File: src/logic/cmp_ctrl_pkg.sv
// Package: register map, field positions and reset values of the comparator control block
`default_nettype none
package cmp_ctrl_pkg;
  localparam logic [7:0] CONTROL_ADDR = 8'h00;
  localparam int ENABLE_BIT = 15;
  localparam int PIN_DRIVE_BIT = 14;
  localparam int INVERT_BIT = 13;
  localparam int STATUS_BIT = 8;
  localparam int EDGE_LO = 6;
  localparam int POS_SEL_BIT = 4;
  localparam int NEG_LO = 0;
  localparam logic [1:0] EDGE_RESET = 2'h3;
  localparam logic [1:0] NEG_RESET = 2'h3;
  localparam logic [1:0] EDGE_OFF = 2'h0;
  localparam logic [1:0] EDGE_RISE = 2'h1;
  localparam logic [1:0] EDGE_FALL = 2'h2;
  localparam logic [1:0] EDGE_BOTH = 2'h3;
  localparam logic [1:0] NEG_OWN_PIN = 2'h0;
  localparam logic [1:0] NEG_FIRST_POS = 2'h1;
  localparam logic [1:0] NEG_SECOND_POS = 2'h2;
  localparam logic [1:0] NEG_BAND_REF = 2'h3;
  localparam logic [1:0] HTRANS_NONSEQ = 2'h2;
  localparam logic [31:0] ZERO_WORD = 32'h0000_0000;
endpackage
`default_nettype wire

File: src/logic/cmp_result_sync.sv
// Two-stage synchroniser for the asynchronous comparator result
`default_nettype none
module cmp_result_sync (
  input wire logic hclk,
  input wire logic hresetn,
  input wire logic async_in,
  output logic sync_out
);
  typedef struct packed {
    logic meta;
    logic stable;
  } sync_state_t;
  sync_state_t s_q;
  sync_state_t s_d;

  // First stage feeds only the second stage
  always_comb begin
    s_d.meta = async_in;
    s_d.stable = s_q.meta;
  end

  always_ff @(posedge hclk or negedge hresetn) begin
    if (!hresetn) begin
      s_q <= '0;
    end else begin
      s_q <= s_d;
    end
  end

  assign sync_out = s_q.stable;
endmodule
`default_nettype wire

File: src/logic/cmp_edge_detect.sv
// Edge detector producing one-cycle event pulses on a selected edge
`default_nettype none
module cmp_edge_detect (
  input wire logic hclk,
  input wire logic hresetn,
  input wire logic level,
  input wire logic [1:0] edge_select,
  output logic event_pulse
);
  typedef struct packed {
    logic prev;
    logic pulse;
  } edge_state_t;
  edge_state_t s_q;
  edge_state_t s_d;

  // Compare with last sample; pulse registered so the output is clean
  always_comb begin
    s_d.prev = level;
    unique case (edge_select)
      cmp_ctrl_pkg::EDGE_OFF: s_d.pulse = 1'b0;
      cmp_ctrl_pkg::EDGE_RISE: s_d.pulse = level & ~s_q.prev;
      cmp_ctrl_pkg::EDGE_FALL: s_d.pulse = ~level & s_q.prev;
      cmp_ctrl_pkg::EDGE_BOTH: s_d.pulse = level ^ s_q.prev;
    endcase
  end

  always_ff @(posedge hclk or negedge hresetn) begin
    if (!hresetn) begin
      s_q <= '0;
    end else begin
      s_q <= s_d;
    end
  end

  assign event_pulse = s_q.pulse;
endmodule
`default_nettype wire

File: src/logic/comparator_control_logic.sv
// Comparator control register, input routing, result path and event logic
`default_nettype none
module comparator_control_logic (
  input wire logic hclk,
  input wire logic hresetn,
  // AHB-Lite slave
  input wire logic hsel,
  input wire logic [31:0] haddr,
  input wire logic [1:0] htrans,
  input wire logic hwrite,
  input wire logic [2:0] hsize,
  input wire logic [31:0] hwdata,
  input wire logic hready,
  output logic hreadyout,
  output logic hresp,
  output logic [31:0] hrdata,
  // Analog core
  input wire logic comparator_raw,
  output logic comparator_enable,
  output logic positive_input_select,
  output logic [1:0] negative_input_select,
  // Pin and event
  output logic comparator_output_pin_o,
  output logic comparator_output_pin_oe_n,
  output logic comparator_event
);
  typedef struct packed {
    logic enable;
    logic pin_drive;
    logic invert;
    logic [1:0] edge_sel;
    logic pos_sel;
    logic [1:0] neg_sel;
    logic wr_pend;
    logic [7:0] wr_addr;
    logic [31:0] rdata;
    logic pin_val;
    logic pin_oe_n;
  } ctrl_state_t;
  ctrl_state_t s_q;
  ctrl_state_t s_d;

  logic result_sync;
  logic result_adj;
  logic take;
  logic read_take;
  logic write_take;

  ////////////////////////////////////////////////////////////////////
  // Layout constants; the logic below assumes these shapes
  localparam int WORD_W = 32;
  localparam int HALF_W = 16;
  localparam int FIELD2_W = 2;
  localparam int DECODE_W = 8;
  localparam int USED_BITS = 9;
  localparam int ALIGN_W = 2;

  // Single-bit mask at a field position
  function automatic logic [31:0] bit_at(input int pos);
    logic [31:0] m;
    m = cmp_ctrl_pkg::ZERO_WORD;
    m[pos] = 1'b1;
    return m;
  endfunction

  // Every implemented position, status included; the rest reads zero
  function automatic logic [31:0] used_mask();
    logic [31:0] m;
    m = bit_at(cmp_ctrl_pkg::ENABLE_BIT);
    m = m | bit_at(cmp_ctrl_pkg::PIN_DRIVE_BIT);
    m = m | bit_at(cmp_ctrl_pkg::INVERT_BIT);
    m = m | bit_at(cmp_ctrl_pkg::STATUS_BIT);
    m = m | bit_at(cmp_ctrl_pkg::EDGE_LO);
    m = m | bit_at(cmp_ctrl_pkg::EDGE_LO + FIELD2_W - 1);
    m = m | bit_at(cmp_ctrl_pkg::POS_SEL_BIT);
    m = m | bit_at(cmp_ctrl_pkg::NEG_LO);
    m = m | bit_at(cmp_ctrl_pkg::NEG_LO + FIELD2_W - 1);
    return m;
  endfunction

  // Readback mask, so a stray field can never leak into a hole
  localparam logic [31:0] USED_MASK = used_mask();

  ////////////////////////////////////////////////////////////////////
  // Elaboration checks: a layout edit the logic cannot serve stops the build
  if (cmp_ctrl_pkg::ENABLE_BIT >= HALF_W) begin : g_enable_pos
    $error("enable bit must sit in the low half-word");
  end

  if (cmp_ctrl_pkg::PIN_DRIVE_BIT >= HALF_W) begin : g_drive_pos
    $error("pin drive bit must sit in the low half-word");
  end

  if (cmp_ctrl_pkg::INVERT_BIT >= HALF_W) begin : g_invert_pos
    $error("invert bit must sit in the low half-word");
  end

  if (cmp_ctrl_pkg::STATUS_BIT >= HALF_W) begin : g_status_pos
    $error("status bit must sit in the low half-word");
  end

  if (cmp_ctrl_pkg::POS_SEL_BIT >= HALF_W) begin : g_pos_sel_pos
    $error("positive select bit must sit in the low half-word");
  end

  if (cmp_ctrl_pkg::EDGE_LO + FIELD2_W > HALF_W) begin : g_edge_pos
    $error("edge field must sit in the low half-word");
  end

  if (cmp_ctrl_pkg::NEG_LO + FIELD2_W > HALF_W) begin : g_neg_pos
    $error("negative select field must sit in the low half-word");
  end

  // Two fields sharing a bit would make readback ambiguous
  if ($countones(USED_MASK) != USED_BITS) begin : g_overlap
    $error("control fields overlap");
  end

  if (USED_MASK[WORD_W-1:HALF_W] != '0) begin : g_upper_half
    $error("upper half-word must stay unimplemented");
  end

  if (cmp_ctrl_pkg::CONTROL_ADDR[ALIGN_W-1:0] != '0) begin : g_align
    $error("control register must be word aligned");
  end

  if ($bits(cmp_ctrl_pkg::CONTROL_ADDR) != DECODE_W) begin : g_decode_w
    $error("decode width must match the register address");
  end

  if ($bits(cmp_ctrl_pkg::EDGE_RESET) != FIELD2_W) begin : g_edge_reset_w
    $error("edge reset value must match the field width");
  end

  if ($bits(cmp_ctrl_pkg::NEG_RESET) != FIELD2_W) begin : g_neg_reset_w
    $error("negative select reset must match the field width");
  end

  if ($bits(cmp_ctrl_pkg::ZERO_WORD) != WORD_W) begin : g_word_w
    $error("zero word must match the bus width");
  end

  // Duplicate codes would break the unique case in the edge detector
  if (cmp_ctrl_pkg::EDGE_RISE == cmp_ctrl_pkg::EDGE_FALL ||
      cmp_ctrl_pkg::EDGE_OFF == cmp_ctrl_pkg::EDGE_BOTH) begin : g_edge_codes
    $error("edge select codes must be distinct");
  end

  // Transfer decode looks only at the upper transfer bit
  if (!cmp_ctrl_pkg::HTRANS_NONSEQ[1]) begin : g_nonseq
    $error("a non-sequential transfer must set the upper transfer bit");
  end

  ////////////////////////////////////////////////////////////////////
  // Helpers shared by the datapath
  // Address decode, shared by the read and the write path
  function automatic logic hits_control(input logic [DECODE_W-1:0] a);
    return a == cmp_ctrl_pkg::CONTROL_ADDR;
  endfunction

  // Disabled core reads low before inversion, which precedes status and edges
  function automatic logic adjust(input logic raw, input logic en, input logic inv);
    return (raw & en) ^ inv;
  endfunction

  // Two-bit field at a given low position
  function automatic logic [1:0] field2(input logic [31:0] w, input int lo);
    return w[lo +: FIELD2_W];
  endfunction

  // One written word; status and holes are never stored
  function automatic ctrl_state_t write_fields(input ctrl_state_t s, input logic [31:0] w);
    ctrl_state_t n;
    n = s;
    n.enable = w[cmp_ctrl_pkg::ENABLE_BIT];
    n.pin_drive = w[cmp_ctrl_pkg::PIN_DRIVE_BIT];
    n.invert = w[cmp_ctrl_pkg::INVERT_BIT];
    n.edge_sel = field2(w, cmp_ctrl_pkg::EDGE_LO);
    n.pos_sel = w[cmp_ctrl_pkg::POS_SEL_BIT];
    n.neg_sel = field2(w, cmp_ctrl_pkg::NEG_LO);
    return n;
  endfunction

  // Pin value: result only while the pin is driven
  function automatic logic pin_next(input logic res, input logic drive);
    return res & drive;
  endfunction

  ////////////////////////////////////////////////////////////////////
  // Result path
  cmp_result_sync u_sync (
    .hclk(hclk),
    .hresetn(hresetn),
    .async_in(comparator_raw),
    .sync_out(result_sync)
  );

  // Off comparator reads low before inversion, which precedes status and edges
  assign result_adj = adjust(result_sync, s_q.enable, s_q.invert);

  cmp_edge_detect u_edge (
    .hclk(hclk),
    .hresetn(hresetn),
    .level(result_adj),
    .edge_select(s_q.edge_sel),
    .event_pulse(comparator_event)
  );

  // Readback word; status bit live, unimplemented bits zero
  function automatic logic [31:0] read_word(input ctrl_state_t s, input logic res);
    logic [31:0] w;
    w = cmp_ctrl_pkg::ZERO_WORD;
    w[cmp_ctrl_pkg::ENABLE_BIT] = s.enable;
    w[cmp_ctrl_pkg::PIN_DRIVE_BIT] = s.pin_drive;
    w[cmp_ctrl_pkg::INVERT_BIT] = s.invert;
    w[cmp_ctrl_pkg::STATUS_BIT] = res;
    w[cmp_ctrl_pkg::EDGE_LO +: 2] = s.edge_sel;
    w[cmp_ctrl_pkg::POS_SEL_BIT] = s.pos_sel;
    w[cmp_ctrl_pkg::NEG_LO +: 2] = s.neg_sel;
    return w & USED_MASK;
  endfunction

  ////////////////////////////////////////////////////////////////////
  // Bus slave: zero wait states, always OKAY
  // Sequential transfers would be taken the same way as non-sequential
  assign take = hsel & hready & htrans[1];
  assign read_take = take & ~hwrite;
  assign write_take = take & hwrite;

  // Next state: bus phases, register fields, then the pin
  always_comb begin
    s_d = s_q;
    // Write address phase is remembered until its data phase
    s_d.wr_pend = write_take;
    s_d.wr_addr = haddr[DECODE_W-1:0];
    // Read data registered here; they stand for the whole data phase
    if (read_take) begin
      if (hits_control(haddr[DECODE_W-1:0])) begin
        s_d.rdata = read_word(s_q, result_adj);
      end else begin
        // Unmapped words read zero
        s_d.rdata = cmp_ctrl_pkg::ZERO_WORD;
      end
    end
    // Whole word written at once; every field, enable included, loads from hwdata
    if (s_q.wr_pend && hits_control(s_q.wr_addr)) begin
      s_d = write_fields(s_d, hwdata);
    end
    // Pin registered; enable low drives
    s_d.pin_val = pin_next(result_adj, s_q.pin_drive);
    s_d.pin_oe_n = ~s_q.pin_drive;
  end

  // Reset: fields at their reset values, pin released
  always_ff @(posedge hclk or negedge hresetn) begin
    if (!hresetn) begin
      s_q <= '0;
      s_q.edge_sel <= cmp_ctrl_pkg::EDGE_RESET;
      s_q.neg_sel <= cmp_ctrl_pkg::NEG_RESET;
      s_q.pin_oe_n <= 1'b1;
    end else begin
      s_q <= s_d;
    end
  end

  ////////////////////////////////////////////////////////////////////
  // Outputs to bus: never stalls, never errors
  assign hreadyout = 1'b1;
  assign hresp = 1'b0;
  // Read data straight from the flop
  assign hrdata = s_q.rdata;
  // Analog core controls; fields survive an enable change
  assign comparator_enable = s_q.enable;
  assign positive_input_select = s_q.pos_sel;
  assign negative_input_select = s_q.neg_sel;
  // Pin pair, both registered so they switch together
  assign comparator_output_pin_o = s_q.pin_val;
  assign comparator_output_pin_oe_n = s_q.pin_oe_n;
endmodule
`default_nettype wire

File: config.mk
export PLATFORM = sky130hd
export DESIGN_NAME = comparator_control_logic
export DESIGN_NICKNAME = d
export VERILOG_FILES = /design/src/logic/cmp_ctrl_pkg.sv /design/src/logic/cmp_result_sync.sv /design/src/logic/cmp_edge_detect.sv /design/src/logic/comparator_control_logic.sv
export SDC_FILE = /design/constraint.sdc
export NUM_CORES = 1
export LEC_CHECK = 0
export BUFFER_PORTS_ARGS = -buffer_cell sky130_fd_sc_hd__buf_2
export CORE_ASPECT_RATIO = 0.6
export CORE_MARGIN = 5
export CORE_UTILIZATION = 41
export DETAILED_ROUTE_END_ITERATION = 16
export PLACE_DENSITY_LB_ADDON = 0.25
export SLEW_MARGIN = 40
export SYNTH_ARGS = -nofsm -noshare
export SYNTH_HDL_FRONTEND = slang
export SYNTH_HIERARCHICAL = 1
export SYNTH_SLANG_ARGS = --single-unit
File: constraint.sdc
create_clock -name hclk -period 3.3 [get_ports hclk]
set_input_delay 0.165 -clock hclk [delete_from_list [all_inputs] [get_ports hclk]]
set_output_delay 0.165 -clock hclk [all_outputs]
set_load 0.01 [all_outputs]
==> report_table.html <==
<table>
<tr><th>Metric</th><th>Value</th></tr>
<tr><th colspan="2">CTS</th></tr>
<tr><td>Bufs on Longest Clock Path</td><td>2</td></tr>
<tr><td>CTS tree</td><td>done</td></tr>
<tr><td># resized after CTS</td><td>0</td></tr>
<tr><td>Clock-pin transition on the worst setup and hold timing paths</td><td>0.06 ns</td></tr>
<tr><td>CTS sink count</td><td>32</td></tr>
<tr><td>Depth of the CTS H-tree</td><td>2</td></tr>
<tr><td>Clock latency on the worst-skew pair</td><td>about 0.28 ns</td></tr>
<tr><td>Clock tree root driver cell</td><td>sky130_fd_sc_hd__clkbuf_8</td></tr>
<tr><td>TritonCTS buffer count</td><td>5</td></tr>
<tr><th colspan="2">Power and ir drop</th></tr>
<tr><td>Leak Pwr</td><td>about 0.9 nW</td></tr>
<tr><td>Maximum vdd drop</td><td>around 250 µV</td></tr>
<tr><td>Areal power density over the cells</td><td>502 mW/mm²</td></tr>
<tr><th colspan="2">Floorplanning</th></tr>
<tr><td>Placeable core region</td><td>0.00332 mm²</td></tr>
<tr><td>Die Outline Area</td><td>slightly below 0.005 mm²</td></tr>
<tr><td>Die X-Extent</td><td>86.5 µm</td></tr>
<tr><td>Number of cell rows</td><td>16</td></tr>
<tr><td>Starting Density</td><td>0.433</td></tr>
<tr><td>Die H</td><td>55.9 µm</td></tr>
<tr><td>I/O pin total</td><td>between 100 and 150</td></tr>
<tr><th colspan="2">Setup path</th></tr>
<tr><td>Slack of the worst reg-to-reg path</td><td>1.61 ns</td></tr>
<tr><td>Crit Path Category</td><td>input port to flip-flop</td></tr>
<tr><td>Worst EP arrival</td><td>1.95 ns</td></tr>
<tr><td>Highest fanout seen on the critical path</td><td>8</td></tr>
<tr><td>Worst endpoint required time</td><td>3.51 ns</td></tr>
<tr><td>Kind of capture point of the worst setup path</td><td>flip-flop</td></tr>
<tr><td>Element type at the critical path start</td><td>input port</td></tr>
<tr><th colspan="2">STA</th></tr>
<tr><td>Rel. slew slack</td><td>0.542</td></tr>
<tr><td>Slew @ Worst Pin</td><td>0.687 ns</td></tr>
<tr><td>Hold Vio Cnt, Final</td><td>0</td></tr>
<tr><td>Final TNS setup</td><td>0 ns</td></tr>
<tr><td>Unrepaired setup endpoints after global routing</td><td>false</td></tr>
<tr><td>Ratio of final minimum period to clock period</td><td>0.527</td></tr>
<tr><td>Number of max-slew violations in the final report</td><td>0</td></tr>
<tr><td>Fin Clk Skew</td><td>between 0.003 and 0.004 ns</td></tr>
<tr><td>Fmax achieved</td><td>0.575 GHz</td></tr>
<tr><td>Crit path time final</td><td>about 1.7 ns</td></tr>
<tr><td>Number of failing setup endpoints in the final timing report</td><td>0</td></tr>
<tr><th colspan="2">Route</th></tr>
<tr><td>Via-to-Cell Ratio</td><td>4.16</td></tr>
<tr><td>1st-pass router iterations</td><td>2</td></tr>
<tr><td>Antenna Violating Nets Remaining</td><td>0</td></tr>
<tr><td>Via count</td><td>823</td></tr>
<tr><td>Initial detailed-routing violation count</td><td>8</td></tr>
<tr><td>Post-detailed-route DRC marker count</td><td>0</td></tr>
<tr><td>Total Wirelength</td><td>2.51 mm</td></tr>
<tr><td>Average wire per standard cell</td><td>12.7 µm</td></tr>
<tr><th colspan="2">Global routing</th></tr>
<tr><td>Antenna violations before repair</td><td>0</td></tr>
<tr><td>Aggregate global-route resource usage</td><td>0.109</td></tr>
<tr><td>Pin count of the biggest net entering global routing</td><td>33</td></tr>
<tr><td>Number of global-route vias before repair</td><td>802</td></tr>
<tr><td>Global-route wire length before repair</td><td>between 3 and 4 mm</td></tr>
<tr><td>Total overflow reported by the global router</td><td>0</td></tr>
<tr><th colspan="2">Job</th></tr>
<tr><td>Number of violations of the max-capacitance limit</td><td>0</td></tr>
<tr><th colspan="2">Synth</th></tr>
<tr><td>Seq/Total Area, Yosys</td><td>0.561</td></tr>
<tr><td>Combinational family with the most area after synthesis</td><td>buffers and inverters</td></tr>
<tr><td>Post-Synth XOR/XNOR Area</td><td>0.00609</td></tr>
<tr><td>Post-synthesis cell count</td><td>111</td></tr>
<tr><td>Post-synthesis sequential element count</td><td>32</td></tr>
<tr><td>Area fraction in compound gates after synthesis</td><td>0.0617</td></tr>
<tr><td>Post-synthesis instance area</td><td>0.00144 mm²</td></tr>
<tr><td>Syn. warnings</td><td>6</td></tr>
<tr><td>Post-synthesis simple-gate area fraction</td><td>0.0800</td></tr>
<tr><td>Fraction of synthesized area in multiplexers</td><td>0.0626</td></tr>
<tr><td>Synth Area in Adders</td><td>0.0174</td></tr>
<tr><td>Count of different cell masters after synthesis</td><td>23</td></tr>
<tr><td>Per-instance average area after synthesis</td><td>between 10 and 15 µm²</td></tr>
<tr><th colspan="2">Finish</th></tr>
<tr><td>Count of fill cells added during filler insertion</td><td>304</td></tr>
<tr><td>Synth-to-Final Area Change</td><td>18.0%</td></tr>
<tr><td>Net total in the final layout</td><td>~230</td></tr>
<tr><td>Most common cell after layout, fill and taps aside</td><td>sky130_fd_sc_hd__buf_2</td></tr>
<tr><td>Layout cells sized above 1</td><td>0.399</td></tr>
<tr><td>Total non-filler cell area in the finished layout</td><td>0.00170 mm²</td></tr>
<tr><td>Leading cell types in the layout, fill and taps excluded</td><td>sky130_fd_sc_hd__buf_2 (38), sky130_fd_sc_hd__dfrtp_1 (27), sky130_fd_sc_hd__conb_1 (25), sky130_fd_sc_hd__dlygate4sd3_1 (10)</td></tr>
<tr><td>N_diodes</td><td>0</td></tr>
<tr><th colspan="2">Placed design</th></tr>
<tr><td>Placed wire-length estimate</td><td>1.84 mm</td></tr>
<tr><td>PortBufs</td><td>38</td></tr>
<tr><td>Routability congestion estimate from global placement</td><td>around 0.75</td></tr>
<tr><td>DP Area</td><td>0.00149 mm²</td></tr>
<tr><th colspan="2">Run status</th></tr>
<tr><td>Status</td><td>finished clean</td></tr>
<tr><th colspan="2">Min path</th></tr>
<tr><td>Hold/Removal Path Class</td><td>input port to flip-flop</td></tr>
</table>
[registers in the layout (all words and copies together), names as in the netlist]
| name | count |
|---|---|
| positive_input_select | 1 |
| comparator_output_pin_oe_n | 1 |
| hrdata | 9 |
| comparator_enable | 1 |
| u_edge/s_q | 1 |
| u_sync/sync_out | 1 |
| negative_input_select | 2 |
| u_sync/s_d | 1 |
| s_q | 13 |
| comparator_output_pin_o | 1 |
| u_edge/event_pulse | 1 |
[Yosys cell counts]
master,instances,area [µm²]
sky130_fd_sc_hd__nand4b_4,1,23.8
sky130_fd_sc_hd__nor4_1,1,6.26
sky130_fd_sc_hd__and4_1,1,8.76
sky130_fd_sc_hd__o21ai_1,2,10.0
sky130_fd_sc_hd__or4_1,1,7.51
sky130_fd_sc_hd__nor3_1,1,5.00
sky130_fd_sc_hd__nand4b_1,1,8.76
sky130_fd_sc_hd__xor2_1,1,8.76
sky130_fd_sc_hd__mux2_2,8,90.1
sky130_fd_sc_hd__conb_1,2,7.51
sky130_fd_sc_hd__nor3_4,1,16.3
sky130_fd_sc_hd__or4_4,1,11.3
sky130_fd_sc_hd__a22o_1,8,70.1
sky130_fd_sc_hd__buf_4,36,270
sky130_fd_sc_hd__o41ai_1,1,8.76
sky130_fd_sc_hd__ha_1,2,25.0
sky130_fd_sc_hd__inv_1,4,15.0
sky130_fd_sc_hd__nand2_1,3,11.3
sky130_fd_sc_hd__nor2b_1,2,12.5
sky130_fd_sc_hd__dfstp_2,5,131
sky130_fd_sc_hd__dfrtp_1,27,676
sky130_fd_sc_hd__nor2_1,1,3.75
sky130_fd_sc_hd__buf_6,1,11.3
[kinds of logic after synthesis]
logic type / after synthesis
buffers and inverters: 41
AOI/OAI and AO/OA: 11
adders and majority gates: 2
muxes: 8
xor gates and xnor gates: 1
DFF: 32
and+or+nand+nor: 14
other: 2
[final cells by class]
class / count / area, µm² / area share
multi-input combinational: 61 / 422 / 0.248
clock buffer: 6 / 72.6 / 0.0427
sequential: 32 / 807 / 0.475
inverter: 4 / 15.0 / 0.00884
clock inverter: 2 / 35.0 / 0.0206
timing repair buffer: 48 / 290 / 0.171
tap: 45 / 56.3 / 0.0332
[power by group]
part | internal [mW] | leakage (nW) | switching [mW]
clock | 0.224 | 0.0552 | 0.135
sequential | 0.411 | 0.393 | 0.00730
combinational | 0.0313 | 0.443 | 0.0430
total | 0.666 | 0.891 | 0.186
[metal layers]
metal  vias up  global-route usage  share of wire
met5         -                   0              0
met4         0              0.0667          0.026
met3         8              0.0562           0.12
met2        41               0.153           0.42
met1       381               0.131           0.44
li1        393                   -              -
[path summary, 6_finish.rpt]
| kind | start | end | depth (start not counted) |
|---|---|---|---|
| worst max-delay path | haddr[1] | hrdata[13] | 5 |
| worst min-delay path | hwdata[15] | comparator_enable | 2 |
| worst max register to register | s_q[36] | positive_input_select | 3 |
| worst min register to register | u_sync/s_d[0] | u_sync/sync_out | 0 |
| max in group asynchronous | hresetn | hrdata[0] | 2 |
| min in group asynchronous | hresetn | hrdata[6] | 2 |
[critical path, stage by stage]
cell and delay (ns):
sky130_fd_sc_hd__dlygate4sd3_1 0.53, sky130_fd_sc_hd__buf_2 0.12, sky130_fd_sc_hd__or4_1 0.59, sky130_fd_sc_hd__nor3_4 0.35
sky130_fd_sc_hd__a22o_1 0.20
[what timing repair did]
action,in CTS,in global routing
buffers inserted,0,0
hold buffers,8,2
hold endpoints to repair,34,2
[stage by stage]
stage,hold slack (ns),cells,worst slack (ns),power [mW],util
6_report,0.111,198,1.56,0.852,0.511
5_1_grt,0.0944,198,1.47,0.892,0.511
4_1_cts,0.000142,196,1.55,0.862,0.505
3_5_place_dp,0.250,180,1.57,0.491,0.448
3_3_place_gp,0.240,180,1.62,0.489,0.448
2_1_floorplan,-0.131,134,1.92,0.482,-
(Power assumes the default switching activity.)
